### src/rtm_consts.svh
// Purpose: constants for the reference training mode ends
// Assumes: 125 MHz sys_clk
// Notes:   field positions of the training mode register image
`ifndef RTM_CONSTS_SVH
`define RTM_CONSTS_SVH
`define RTM_EN_BIT        7
`define RTM_RANGE_BIT     6
`define RTM_VAL_MSB       5
`define RTM_CODE_MAX      6'h32
`define RTM_CLK_PS        8000
`define RTM_ENTRY_NS      150
`define RTM_EXIT_NS       150
`define RTM_SETTLE_S_NS   150
`define RTM_SETTLE_L_NS   250
`define RTM_CYC(ns)       ((((ns) * 1000) + `RTM_CLK_PS - 1) / `RTM_CLK_PS)
`define RTM_ENTRY_CYC     `RTM_CYC(`RTM_ENTRY_NS)
`define RTM_EXIT_CYC      `RTM_CYC(`RTM_EXIT_NS)
`define RTM_SETTLE_S_CYC  `RTM_CYC(`RTM_SETTLE_S_NS)
`define RTM_SETTLE_L_CYC  `RTM_CYC(`RTM_SETTLE_L_NS)
`define RTM_BIG_STEP      6'h04
`endif

### src/rtm_pkg.sv
// Purpose: shared types for the reference training mode ends
// Assumes: nothing
// Notes:   command codes on the command bus
package rtm_pkg;
  typedef enum logic [2:0] {
    RTM_CMD_DES, RTM_CMD_ACT, RTM_CMD_WR, RTM_CMD_WRA,
    RTM_CMD_RD, RTM_CMD_RDA, RTM_CMD_PRE, RTM_CMD_MRS
  } rtm_cmd_type;
endpackage : rtm_pkg

### src/rtm_if.sv
// Purpose: command link between controller and memory device
// Assumes: one clock, commands valid for one cycle
// Notes:   mrs_data carries the training mode register image
`timescale 1ns/1ps
interface rtm_if;
  rtm_pkg::rtm_cmd_type cmd;
  logic [7:0]           mrs_data;
  logic                 per_device_addressing;
  modport ctrl (output cmd, output mrs_data, output per_device_addressing);
  modport dev  (input cmd, input mrs_data, input per_device_addressing);
endinterface : rtm_if

### src/rtm_ctrl.sv
// Purpose: controller end; runs a training pass over the command link
// Assumes: banks idle when start pulses
// Notes:   sweep and midpoint choice, with the required waits
`timescale 1ns/1ps
`include "rtm_consts.svh"
module rtm_ctrl (
  // clock and reset
  input  wire logic       sys_clk,
  input  wire logic       rst_n,
  // command link
  rtm_if.ctrl             link,
  // user side
  input  wire logic       start,
  input  wire logic       range_sel,
  input  wire logic       per_device_addressing,
  input  wire logic       pass_in,
  output logic            busy,
  output logic            done,
  output logic [5:0]      final_code
);
  typedef enum logic [2:0] {S_IDLE, S_ENTRY, S_SET, S_WAIT, S_TEST,
                            S_FINAL, S_EXIT, S_XWAIT} rtm_st_type;
  rtm_st_type  st_q, st_d;
  logic [5:0]  code_q, code_d, lo_q, lo_d, hi_q, hi_d, fin_q, fin_d;
  logic        seen_q, seen_d, rng_q, rng_d, done_q, done_d;
  logic [5:0]  cnt_q, cnt_d;
  rtm_pkg::rtm_cmd_type cmd_d, cmd_q;
  logic [7:0]  dat_d, dat_q;

  function automatic logic [5:0] settle(input logic [5:0] a, input logic [5:0] b);
    settle = ((a > b ? a - b : b - a) >= `RTM_BIG_STEP) ?
             6'(`RTM_SETTLE_L_CYC) : 6'(`RTM_SETTLE_S_CYC);
  endfunction : settle

  // sequencer: entry, sweep, final write, exit
  always_comb
  begin
    st_d   = st_q;
    code_d = code_q;
    lo_d   = lo_q;
    hi_d   = hi_q;
    fin_d  = fin_q;
    seen_d = seen_q;
    rng_d  = rng_q;
    done_d = 1'b0;
    cnt_d = (cnt_q != 6'h00) ? cnt_q - 6'h01 : 6'h00;
    cmd_d = rtm_pkg::RTM_CMD_DES;
    dat_d = 8'h00;
    unique case (st_q)
      S_IDLE:
        if (start)
        begin
          rng_d = range_sel;
          cmd_d = rtm_pkg::RTM_CMD_MRS;
          dat_d = {1'b1, range_sel, 6'h00};
          cnt_d = 6'(`RTM_ENTRY_CYC);
          code_d = 6'h00;
          seen_d = 1'b0;
          st_d = S_ENTRY;
        end
      S_ENTRY: if (cnt_q == 6'h00) st_d = S_SET;
      S_SET:
      begin
        cmd_d = rtm_pkg::RTM_CMD_MRS;
        dat_d = {1'b1, rng_q, code_q};
        cnt_d = settle(code_q, code_q - 6'h01);
        st_d = S_WAIT;
      end
      S_WAIT: if (cnt_q == 6'h00) st_d = S_TEST;
      S_TEST:
      begin
        // with per-device addressing only mode writes go out
        if (!per_device_addressing)
          cmd_d = rtm_pkg::RTM_CMD_RD;
        if (pass_in && !per_device_addressing)
        begin
          if (!seen_q)
            lo_d = code_q;
          hi_d   = code_q;
          seen_d = 1'b1;
        end
        if (code_q == `RTM_CODE_MAX)
          st_d = S_FINAL;
        else
        begin
          code_d = code_q + 6'h01;
          st_d   = S_SET;
        end
      end
      S_FINAL:
      begin
        fin_d = seen_q ? 6'((7'(lo_q) + 7'(hi_q)) >> 1) : 6'h00;
        cmd_d = rtm_pkg::RTM_CMD_MRS;
        dat_d = {1'b1, rng_q, fin_d};
        cnt_d = 6'(`RTM_SETTLE_L_CYC);
        st_d = S_EXIT;
      end
      S_EXIT:
        if (cnt_q == 6'h00)
        begin
          cmd_d = rtm_pkg::RTM_CMD_MRS;
          dat_d = {1'b0, rng_q, 6'h00};
          cnt_d = 6'(`RTM_EXIT_CYC);
          st_d = S_XWAIT;
        end
      S_XWAIT:
        if (cnt_q == 6'h00)
        begin
          done_d = 1'b1;
          st_d   = S_IDLE;
        end
    endcase
  end

  // registers
  always_ff @(posedge sys_clk)
  begin
    if (!rst_n)
    begin
      st_q   <= S_IDLE;
      code_q <= 6'h00;
      lo_q   <= 6'h00;
      hi_q   <= 6'h00;
      fin_q  <= 6'h00;
      seen_q <= 1'b0;
      rng_q  <= 1'b0;
      done_q <= 1'b0;
      cnt_q  <= 6'h00;
      cmd_q  <= rtm_pkg::RTM_CMD_DES;
      dat_q  <= 8'h00;
    end
    else
    begin
      st_q   <= st_d;
      code_q <= code_d;
      lo_q   <= lo_d;
      hi_q   <= hi_d;
      fin_q  <= fin_d;
      seen_q <= seen_d;
      rng_q  <= rng_d;
      done_q <= done_d;
      cnt_q  <= cnt_d;
      cmd_q  <= cmd_d;
      dat_q  <= dat_d;
    end
  end

  assign link.cmd                   = cmd_q;
  assign link.mrs_data              = dat_q;
  assign link.per_device_addressing = per_device_addressing;
  assign busy                       = (st_q != S_IDLE);
  assign done                       = done_q;
  assign final_code                 = fin_q;
endmodule : rtm_ctrl

### src/flat_wrapper.sv
// flat-port wrapper written by rule: the top's interface ports become plain ports
module rtm_ctrl_flat 
  (sys_clk, rst_n, start, range_sel, per_device_addressing, pass_in, busy, done, final_code, link_cmd, link_mrs_data, link_per_device_addressing);
  rtm_if link_i ();
  input  wire logic sys_clk;
  input  wire logic rst_n;
  input  wire logic start;
  input  wire logic range_sel;
  input  wire logic per_device_addressing;
  input  wire logic pass_in;
  output logic busy;
  output logic done;
  output logic [5:0] final_code;
  output wire logic [$bits(link_i.cmd)-1:0] link_cmd;
  output wire logic [$bits(link_i.mrs_data)-1:0] link_mrs_data;
  output wire logic [$bits(link_i.per_device_addressing)-1:0] link_per_device_addressing;
  assign link_cmd = link_i.cmd;
  assign link_mrs_data = link_i.mrs_data;
  assign link_per_device_addressing = link_i.per_device_addressing;
  rtm_ctrl u_core (.sys_clk(sys_clk), .rst_n(rst_n), .link(link_i), .start(start), .range_sel(range_sel), .per_device_addressing(per_device_addressing), .pass_in(pass_in), .busy(busy), .done(done), .final_code(final_code));
endmodule
### config.mk
export PLATFORM = sky130hd
export DESIGN_NAME = rtm_ctrl_flat
export DESIGN_NICKNAME = d
export VERILOG_FILES = /design/src/rtm_pkg.sv /design/src/rtm_if.sv /design/src/rtm_ctrl.sv /design/src/flat_wrapper.sv
export VERILOG_INCLUDE_DIRS = /design/src
export SDC_FILE = /design/constraint.sdc
export NUM_CORES = 1
export LEC_CHECK = 0
export ABC_AREA = 1
export ABC_CLOCK_PERIOD_IN_PS = 2600
export BUFFER_PORTS_ARGS = -buffer_cell sky130_fd_sc_hd__clkbuf_2
export CORE_UTILIZATION = 30
export CTS_BUF_LIST = sky130_fd_sc_hd__clkbuf_8
export DETAILED_ROUTE_END_ITERATION = 6
export PLACE_DENSITY = 0.48
export SYNTH_ARGS = -nofsm -noshare
export SYNTH_HDL_FRONTEND = slang
export SYNTH_SLANG_ARGS = --single-unit
export TNS_END_PERCENT = 5
### constraint.sdc
create_clock -name sys_clk -period 2.6 [get_ports sys_clk]
set_input_delay 0.52 -clock sys_clk [delete_from_list [all_inputs] [get_ports sys_clk]]
set_output_delay 0.52 -clock sys_clk [all_outputs]
set_load 0.02 [all_outputs]
==> results of run 1 <==
==> routing by layer <==
metal  vias to the layer above  GRT usage, %
met3                         7          2.62
li1                       1362             -
met2                        53          23.9
met1                      1144          19.3
met4                         0          5.17
met5                         -             0
==> worst max-delay path: stages (launching register included) <==
cell and delay (ns):
dfxtp_1 0.32, inv_2 0.13, ha_2 0.28, nand2_1 0.11, inv_1 0.07, ha_1 0.24, inv_1 0.08, nand2_1 0.05
nand2_1 0.13, nand3_1 0.09, nand2_1 0.08, inv_1 0.05, nand2_1 0.05, nand2_1 0.04, nand2_1 0.05, nand2_1 0.04
nand2_1 0.09, nand4_2 0.14, a21oi_2 0.18
==> registers in the layout, summed over array words and instances, names as in the netlist <==
register / flops
u_core.rng_q: 1
u_core.hi_q: 6
u_core.seen_q: 1
u_core.code_q: 6
u_core.link.mrs_data: 8
u_core.lo_q: 6
u_core.link.cmd: 2
u_core.done: 1
u_core.st_q: 3
u_core.cnt_q: 6
u_core.final_code: 6
==> power groups by stage <==
| stage | Sequential, mW | Combinational (mW) | Clock, mW |
|---|---|---|---|
| finish | 0.876 | 1.62 | 0.487 |
| global route | 0.886 | 1.86 | 0.535 |
| CTS | 0.872 | 1.58 | 0.505 |
| detailed placement | 0.888 | 1.58 | 0 |
| global placement | 0.887 | 1.59 | 0 |
| floorplan | 0.902 | 1.25 | 0 |
==> area by class of cell <==
class,instances,share of cell area (%)
clock buffer,7,3.04
inverter,57,6.90
clock inverter,1,0.276
tap,111,4.38
sequential,46,29.1
timing repair buffer,31,5.36
multi-input combinational,294,51.0
==> worst paths after layout <==
check	to	slack [ns]	cells after the start
setup / recovery	u_core.cnt_q[0]	0.30	18
hold / removal	u_core.rng_q	0.46	2
setup reg to reg	u_core.cnt_q[0]	0.30	18
hold reg to reg	u_core.rng_q	0.46	2
==> through the flow <==
stage | hold slack, ns | worst slack, ns | instance area (um^2)
3_3_place_gp | 0.451 | 0.304 | 3050
5_1_grt | 0.482 | 0.0145 | 3170
3_5_place_dp | 0.455 | 0.215 | 3050
2_1_floorplan | 0.436 | 0.316 | 2820
4_1_cts | 0.468 | 0.177 | 3160
6_report | 0.464 | 0.302 | 3170
==> cells by family (layout without fill, tap and decap cells) <==
| family | count (synthesis) | in the layout | share of synthesized area [%] |
|---|---|---|---|
| and+or+nand+nor | 207 | 207 | 33.6 |
| adders and majority gates | 17 | 17 | 7.80 |
| xor gates and xnor gates | 7 | 7 | 2.17 |
| buffers and inverters | 69 | 96 | 10.6 |
| AOI/OAI and AO/OA | 63 | 63 | 13.2 |
| DFF | 46 | 46 | 32.6 |
==> placed cells by master (no fill, tap or decap), drive strengths merged, types with 6 or more instances in the layout <==
master,Yosys,layout
buf,8,6
a211oi,13,13
nor3,11,11
o21ai,10,10
clkbuf,4,32
nand3,24,24
ha,16,16
nor2,46,46
nand2,119,119
a21oi,33,33
inv,57,57
dfxtp,46,46
==> timing repair <==
item | CTS | global route
setup endpoints to repair | 0 | 4
buffers inserted | 0 | 0
resized for setup | 0 | 6
==> out/results.ini, run 1 <==
[logic_synthesis]
avgSynthCellArea_um2 = 6.90
ys_ff_latch = 46
synthTopCellsByArea = dfxtp_1 (33%), nand2_1 (14%), ha_1 (7.1%)
ys_warn_count = 0
ys_seq_area_share_pct = 32.6
syn_area_um2 = 2820
synth-async-reset-ratio_pct = 0
synth_fp_nets = 432
synth_edf_count = 0
yosysMostFrequentCell = nand2_1
synth.distinct_cells = 37
netlist_top_cells_count = nand2_1 (108), dfxtp_1 (46), inv_1 (43)
synthFlopType = dfxtp_1
synth.top_cell.area_share_pct = 32.6
syn_inst = 409
yosysTopAreaCell = dfxtp_1

[pwr]
p_total_mw = 2.98
netSwitchingFraction_pct = 46.3
intPower_mw = 1.60
p_comb_share_pct = 54.3
power_switching_mw = 1.38
power_frac_seq_pct = 29.4
power_density_nw_per_um2 = 940
p_leak_nw = 1.53
vdd_ir_drop_max_v = 0.000271
pwr-share-clk_pct = 16.3

[sta]
hold_viol_final = 0
finalClockSkew_ns = 0.00882
tns_ns = 0
finalMaxSlewViolations = 0
maxSlewHeadroom_pct = 54.1
finalCritPeriodShare_pct = 88.4
period_needed_ns = 2.30
worst_pin_slew_ns = 0.686
fmax_mhz = 435
finalSetupViolations = 0
rsz0062_at_grt = false

[route]
wl_met2_um = 2930
antenna_left = 0
wl_um = 6660
m1WireLength_um = 3430
vias_per_cell = 4.69
wire_per_inst_um = 12.2
vias = 2566
dr.first_iter.drc_count = 107
met3_wirelength_um = 207
highest_layer = met4
drcViolationCount = 0
drtPass1Iterations = 4

[final_layout]
layout.nets = 458
synthToLayoutAreaGrowth_pct = 12.4
multi_input_comb_area_um2 = 1620
drive_gt1_share_pct = 19.7
insertedDiodeCount = 0
fill_cells = 1001
regArea_um2 = 922
final_cells = 547
postLayoutCoreUtil_pct = 34.5

[setup_path]
arrival_ns = 2.53
crit_start = u_core.code_q[1]
worstReg2RegStart = u_core.code_q[1]
cp-end-kind = register
critPathLaunchType = register
required_ns = 2.83
cp_max_fo = 8
path_class = register to register

[die]
ios = 26
num_rows = 35
dieArea_um2 = 9800
die_y_um = 99
dieWidth_um = 99
initial_utilization_pct = 30.7
core_area_um2 = 9200

[hold_path]
holdCritPathClass = register to register
hold_path.startpoint = u_core.rng_q

[clocking]
clock_latency_ns = 0.30
root_buffer = clkbuf_8
cts_max_level = 2
cts_tree = yes
clock-sinks = 46
cts_buffer_depth = 2
clk_pin_slew_ns = 0.08
holdBufCountCts = 0
cts_buffers = 5

[placement]
io_buffers = 25
globalplace.congestion = 0.877
place_inst = 539
place_hpwl_um = 5230

[global_routing]
grt_start_max_net_pins = 22
grt_pass1_vias = 2294
grt_overflow_total = 0
antenna_found_initial = 0
grt_pass1_wl_um = 11200
track_usage_pct = 14.6

[run_status]
status = complete, no violations

[flow_run]
maxCapViolCount = 0

(Power assumes the default switching activity.)
==> run 2, diff against run 1 <==
--- a/config.mk
+++ b/config.mk
@@ -6,7 +6,7 @@
 export SDC_FILE = /design/constraint.sdc
 export NUM_CORES = 1
 export LEC_CHECK = 0
-export ABC_AREA = 1
+export ABC_AREA = 0
 export ABC_CLOCK_PERIOD_IN_PS = 2600
 export BUFFER_PORTS_ARGS = -buffer_cell sky130_fd_sc_hd__clkbuf_2
 export CORE_UTILIZATION = 30
==> run 2 against run 1 <==
Net effect:
- the run now ends with negative setup slack left
- design area is 1.4% higher
- sequential cell count unchanged
- combinational power fell by 68%
- clock-buffer cell count decreased by 2
- utilization is 4.1 points higher
- critical endpoint is now u_core.cnt_q[1]
- largest power group is now sequential cells
==> out/results.ini, run 2 <==
[route]
dr.first_iter.drc_count = 96
vias = 2262
antenna_left = 0
drtPass1Iterations = 5
drcViolationCount = 0
wl_um = 6220
wire_per_inst_um = 13.2
vias_per_cell = 4.80

[logic_synthesis]
synthFlopType = dfxtp_1
yosysMostFrequentCell = dfxtp_1
synth_edf_count = 0
syn_inst = 320
synth.distinct_cells = 49
synth_fp_nets = 343
yosysTopAreaCell = dfxtp_1
netlist_top_cells_count = dfxtp_1 (46), nor2_1 (44), nand2_1 (37)
syn_area_um2 = 2630
synth-async-reset-ratio_pct = 0
synth.top_cell.area_share_pct = 35.1
ys_warn_count = 0
ys_ff_latch = 46
avgSynthCellArea_um2 = 8.20
synthTopCellsByArea = dfxtp_1 (35%), ha_1 (7.6%), nor2_1 (6.3%)
ys_seq_area_share_pct = 35.1

[clocking]
clock-sinks = 46
holdBufCountCts = 0
clock_latency_ns = 0.30
cts_tree = yes
root_buffer = clkbuf_8
cts_buffer_depth = 2
cts_buffers = 5
clk_pin_slew_ns = 0.08
cts_max_level = 2

[global_routing]
grt_pass1_wl_um = 10100
grt_start_max_net_pins = 23
track_usage_pct = 14.4
grt_overflow_total = 0
grt_pass1_vias = 2114
antenna_found_initial = 0

[setup_path]
required_ns = 2.79
critPathSlowestCell = dfxtp_4
path_class = register to register
rrSetupSlack_ns = -0.40
path_common_cell = ha_4
critPathLaunchType = register
cp_cell_sequence = clkinvlp_4 -> ha_4 -> ha_4 -> xor2_4 -> a311o_1 -> a211oi_4 -> mux2i_1 -> xor2_1 -> nor4_4 -> nor2_1 -> a222oi_1
arrival_ns = 3.19
cp-end-kind = register
cpPeakStageDelay_ns = 0.40
cp_max_fo = 5

[final_layout]
fill_cells = 879
final_area_um2 = 3220
postLayoutCoreUtil_pct = 38.6
insertedDiodeCount = 0
synthToLayoutAreaGrowth_pct = 22.5
final_cell_mix = nor2_1 (44), dfxtp_1 (43), nand2_1 (37), buf_4 (33), a21oi_1 (28)
drive_gt1_share_pct = 23.2
layout.nets = 389
largest_register_ffs = 8
final_common_cell = nor2_1

[sta]
worst_pin_slew_ns = 0.577
finalCritPeriodShare_pct = 115
period_needed_ns = 3.00
fmax_mhz = 334
rsz0062_at_grt = true
maxSlewHeadroom_pct = 61.4
finalClockSkew_ns = 0.00919
tns_ns = -1.06
finalMaxSlewViolations = 0
hold_viol_final = 0
timing.final.ws_setup_ns = -0.397
finalSetupViolations = 4

[pwr]
vdd_ir_drop_max_v = 0.000218
power_density_nw_per_um2 = 549
netSwitchingFraction_pct = 34.5
power_switching_uw = 610
pwr-share-clk_pct = 23.8
power_frac_seq_pct = 46.5
p_comb_share_pct = 29.7
p_total_mw = 1.77
intPower_mw = 1.16
p_leak_nw = 1.45

[placement]
globalplace.congestion = 0.850
placed_area_um2 = 3110
io_buffers = 25
place_hpwl_um = 4920
dp_slack_ns = -0.446

[run_status]
status = complete, but fails checks
violations = negative setup slack

[die]
core_area_um2 = 8340
dieArea_um2 = 9130
die_y_um = 95.5
ios = 26
num_rows = 33
initial_utilization_pct = 31.5
dieWidth_um = 95.5

[hold_path]
holdCritPathClass = register to register

[flow_run]
maxCapViolCount = 0

==> run 2: changes by cell type after synthesis, sizes merged, moves of 7 or more <==
cell,previous run,this run
nand2,119,37
inv,57,12
nand3,24,1
mux2i,0,13
a211oi,13,3
clkbuf,4,13
xnor2,2,10
o21ai,10,17
==> run 2: layout make-up <==
cell class / count / area [um^2] / area share (%)
Sequential cell: 46 / 927 / 28.8
Clock buffer: 5 / 68.8 / 2.14
Tap cell: 105 / 131 / 4.08
Timing Repair Buffer: 58 / 373 / 11.6
Inverter: 12 / 48.8 / 1.52
Clock inverter: 2 / 10.0 / 0.311
Multi-Input combinational cell: 243 / 1660 / 51.5
==> run 2: power by group through the flow <==
stage	clock [mW]	combinational, mW	sequential, mW
after floorplan	0	0.387	0.833
after global placement	0	0.520	0.839
after detailed placement	0	0.521	0.838
after CTS	0.436	0.525	0.821
after global routing	0.465	0.584	0.834
final	0.420	0.524	0.822
==> run 2: through the flow <==
stage	cells	hold WS [ns]
6_report	471	0.456
5_1_grt	471	0.484
4_1_cts	471	0.458
3_5_place_dp	464	0.446
3_3_place_gp	464	0.443
2_1_floorplan	320	0.437
==> run 2: worst paths after layout <==
| path | startpoint | endpoint | depth (start not counted) |
|---|---|---|---|
| worst max register to register | u_core.code_q[0] | u_core.cnt_q[1] | 11 |
| worst max-delay path | u_core.code_q[0] | u_core.cnt_q[1] | 11 |
| worst min-delay path | u_core.final_code[3] | u_core.final_code[3] | 2 |
| worst min register to register | u_core.final_code[3] | u_core.final_code[3] | 2 |
==> run 2: kinds of logic (layout without fill, tap and decap cells) <==
family | Yosys count | after routing | synth area share, %
AND/OR/NAND/NOR | 121 | 121 | 22.4
AO/OA/AOI/OAI | 74 | 74 | 17.9
flip-flops | 46 | 46 | 35.1
buffers and inverters | 31 | 77 | 5.24
adder cells (fa/ha/maj) | 17 | 17 | 8.39
XOR/XNOR | 17 | 17 | 5.67
multiplexers | 14 | 14 | 5.39
==> run 2: worst max-delay path: cells and delay by family (launching register included) <==
family          cells  cell delay (ns)
compound gates      3             0.99
xor+xnor            2             0.31
fa+ha+maj           2             0.41
buf+inv             1             0.11
flops               1             0.40
mux                 1             0.26
simple gates        2             0.42
==> run 2: what timing repair did <==
item,4_1_cts,5_1_grt
setup buffers,0,0
pin swaps,2,1
resized for setup,2,4
setup endpoints to repair,4,4
==> run 2: metal layers <==
metal / wire [um] / part of all wire, % / GRT usage (%) / vias up
met5: 0 / 0 / 0 / -
met4: 27 / 0.43 / 3.48 / 0
met3: 151 / 2.4 / 2.63 / 2
met2: 2970 / 48 / 24.9 / 29
met1: 3080 / 49 / 18.3 / 1037
li1: - / - / - / 1194
==> run 3, diff against run 2 <==
--- a/config.mk
+++ b/config.mk
@@ -7,7 +7,7 @@
 export NUM_CORES = 1
 export LEC_CHECK = 0
 export ABC_AREA = 0
-export ABC_CLOCK_PERIOD_IN_PS = 2600
+export ABC_CLOCK_PERIOD_IN_PS = 3500
 export BUFFER_PORTS_ARGS = -buffer_cell sky130_fd_sc_hd__clkbuf_2
 export CORE_UTILIZATION = 30
 export CTS_BUF_LIST = sky130_fd_sc_hd__clkbuf_8
==> constraint.sdc (replaced) <==
create_clock -name sys_clk -period 3.5 [get_ports sys_clk]
set_input_delay 0.7 -clock sys_clk [delete_from_list [all_inputs] [get_ports sys_clk]]
set_output_delay 0.7 -clock sys_clk [all_outputs]
set_load 0.02 [all_outputs]
==> run 3 against run 2 <==
Net effect:
- the run now ends clean
- clock skew down 0.00085 ns
- global-route usage down 0.27 points
- final cell count down 4.7%
- register-to-register slack better by 0.63 ns
- first-iteration DRC count down 15%
- maximum frequency down 8.2%
- die area unchanged
- highest routed layer unchanged
==> out/results.ini, run 3 (synthesis gave the netlist of run 2 again) <==
[sta]
finalSetupViolations = 0
hold_viol_final = 0
tns_ns = 0
finalCritPeriodShare_pct = 93.2
worst_pin_slew_ns = 0.852
finalMaxSlewViolations = 0
period_needed_ns = 3.26
timing.final.ws_setup_ns = 0.237
fmax_mhz = 306
maxSlewHeadroom_pct = 42.7
rsz0062_at_grt = false
finalClockSkew_ns = 0.00833
fin_hold_ws_ns = 0.456

[route]
vias = 2216
antenna_left = 0
highest_layer = met4
m1WireLength_um = 3070
wl_met2_um = 2840
drcViolationCount = 0
vias_per_cell = 4.94
drtPass1Iterations = 4
dr.first_iter.drc_count = 82
wl_um = 6110
wire_per_inst_um = 13.6
met3_wirelength_um = 165

[setup_path]
critPathSlowestCell = dfxtp_1
cp_cell_sequence = inv_1 -> ha_1 -> ha_1 -> xor2_1 -> a311o_1 -> a211oi_4 -> mux2i_1 -> xor2_1 -> nor4_4 -> o311ai_1 -> a222oi_1
cp-end-kind = register
cp_max_fo = 7
cpPeakStageDelay_ns = 0.44
required_ns = 3.66
rrSetupSlack_ns = 0.24
worstReg2RegStart = u_core.code_q[0]
arrival_ns = 3.42
reg2reg_to = u_core.cnt_q[0]
critPathLaunchType = register
reg2regPathDepth = 11
path_delay_family = compound AO/OA/AOI/OAI gates
path_class = register to register
path_buf_inv = 1

[placement]
io_buffers = 25
dp_slack_ns = 0.188
placed_area_um2 = 2860
globalplace.congestion = 0.858
place_hpwl_um = 4690

[final_layout]
fill_cells = 886
drive_gt1_share_pct = 14.2
synthToLayoutAreaGrowth_pct = 13.5
final_area_um2 = 2980
largest_register_ffs = 8
regArea_um2 = 921
final_cell_mix = dfxtp_1 (46), nor2_1 (44), nand2_1 (37), a21oi_1 (28), clkbuf_2 (25)
final_common_cell = dfxtp_1
layout.nets = 366
multi_input_comb_area_um2 = 1570
insertedDiodeCount = 0

[clocking]
cts_resized = 0
root_buffer = clkbuf_8
post_cts_buffers = 0
clk_pin_slew_ns = 0.09
clock-sinks = 46
clock_latency_ns = 0.30
cts_buffers = 5
holdBufCountCts = 0
cts_tree = yes
cts_max_level = 2
cts_buffer_depth = 2

[global_routing]
track_usage_pct = 14.1
grt_pass1_vias = 2012
grt_start_max_net_pins = 26
antenna_found_initial = 0
grt_pass1_wl_um = 9960
grt_overflow_total = 0

[hold_path]
holdPathEnd = u_core.final_code[3]
hold_path.startpoint = u_core.final_code[3]
holdCritPathClass = register to register
hold_path_depth = 2

[die]
num_rows = 33
initial_utilization_pct = 31.5
dieArea_um2 = 9130
ios = 26
dieWidth_um = 95.5
die_y_um = 95.5
core_area_um2 = 8340

[pwr]
power_density_nw_per_um2 = 462
p_leak_nw = 1.32
p_total_mw = 1.38
vdd_ir_drop_max_v = 0.000164

[flow_run]
maxCapViolCount = 0

[run_status]
status = complete, no violations

-- run 3: changes by cell type in the layout (fill, tap and decap cells not counted), moves of 2 or more --
cell,previous run,this run
inv_1,10,13
ha_1,14,16
dfxtp_2,2,0
clkinv_2,2,0
buf_4,33,10
ha_4,2,0
dfxtp_1,43,46
-- run 3: area by class of cell --
class | instances | share of cell area [%]
Clock inverter | 3 | 1.39
Inverter | 12 | 1.51
Multi-Input combinational cell | 243 | 52.8
Sequential cell | 46 | 30.9
Timing Repair Buffer | 35 | 6.72
Tap cell | 105 | 4.41
Clock buffer | 5 | 2.31
-- run 3: routing by layer --
layer,global-route usage [%],up-vias
li1,-,1139
met1,18.9,1048
met2,23.4,27
met3,2.95,2
met4,2.61,0
met5,0,-
-- run 3: power breakdown --
part | internal, mW | switching (mW) | total, mW
clock | 0.210 | 0.188 | 0.398
combinational | 0.136 | 0.215 | 0.351
sequential | 0.571 | 0.0560 | 0.628
-- run 3: stage by stage --
| step | instances | util (%) |
|---|---|---|
| after CTS | 449 | 35.7 |
| after detailed placement | 441 | 34.3 |
| after global routing | 449 | 35.7 |
| after floorplan | 320 | - |
| final | 449 | 35.7 |
| after global placement | 441 | 34.3 |
-- run 3: worst min-delay path, cell delays in order (launching register included) --
cell	delay [ns]
dfxtp_1	0.32
nand2_1	0.05
a21oi_1	0.05
-- run 3: how the worst max path moves through the flow --
| stage | start | to | slack [ns] | depth (start not counted) |
|---|---|---|---|---|
| floorplan | u_core.code_q[0] | u_core.cnt_q[0] | 0.14 | 13 |
| global placement | u_core.code_q[0] | u_core.cnt_q[1] | 0.36 | 11 |
| detailed placement | u_core.code_q[0] | u_core.cnt_q[1] | 0.19 | 12 |
| CTS | u_core.code_q[0] | u_core.cnt_q[1] | 0.19 | 12 |
| global route | u_core.code_q[0] | u_core.cnt_q[1] | 0.01 | 11 |
| finish | u_core.code_q[0] | u_core.cnt_q[0] | 0.24 | 11 |
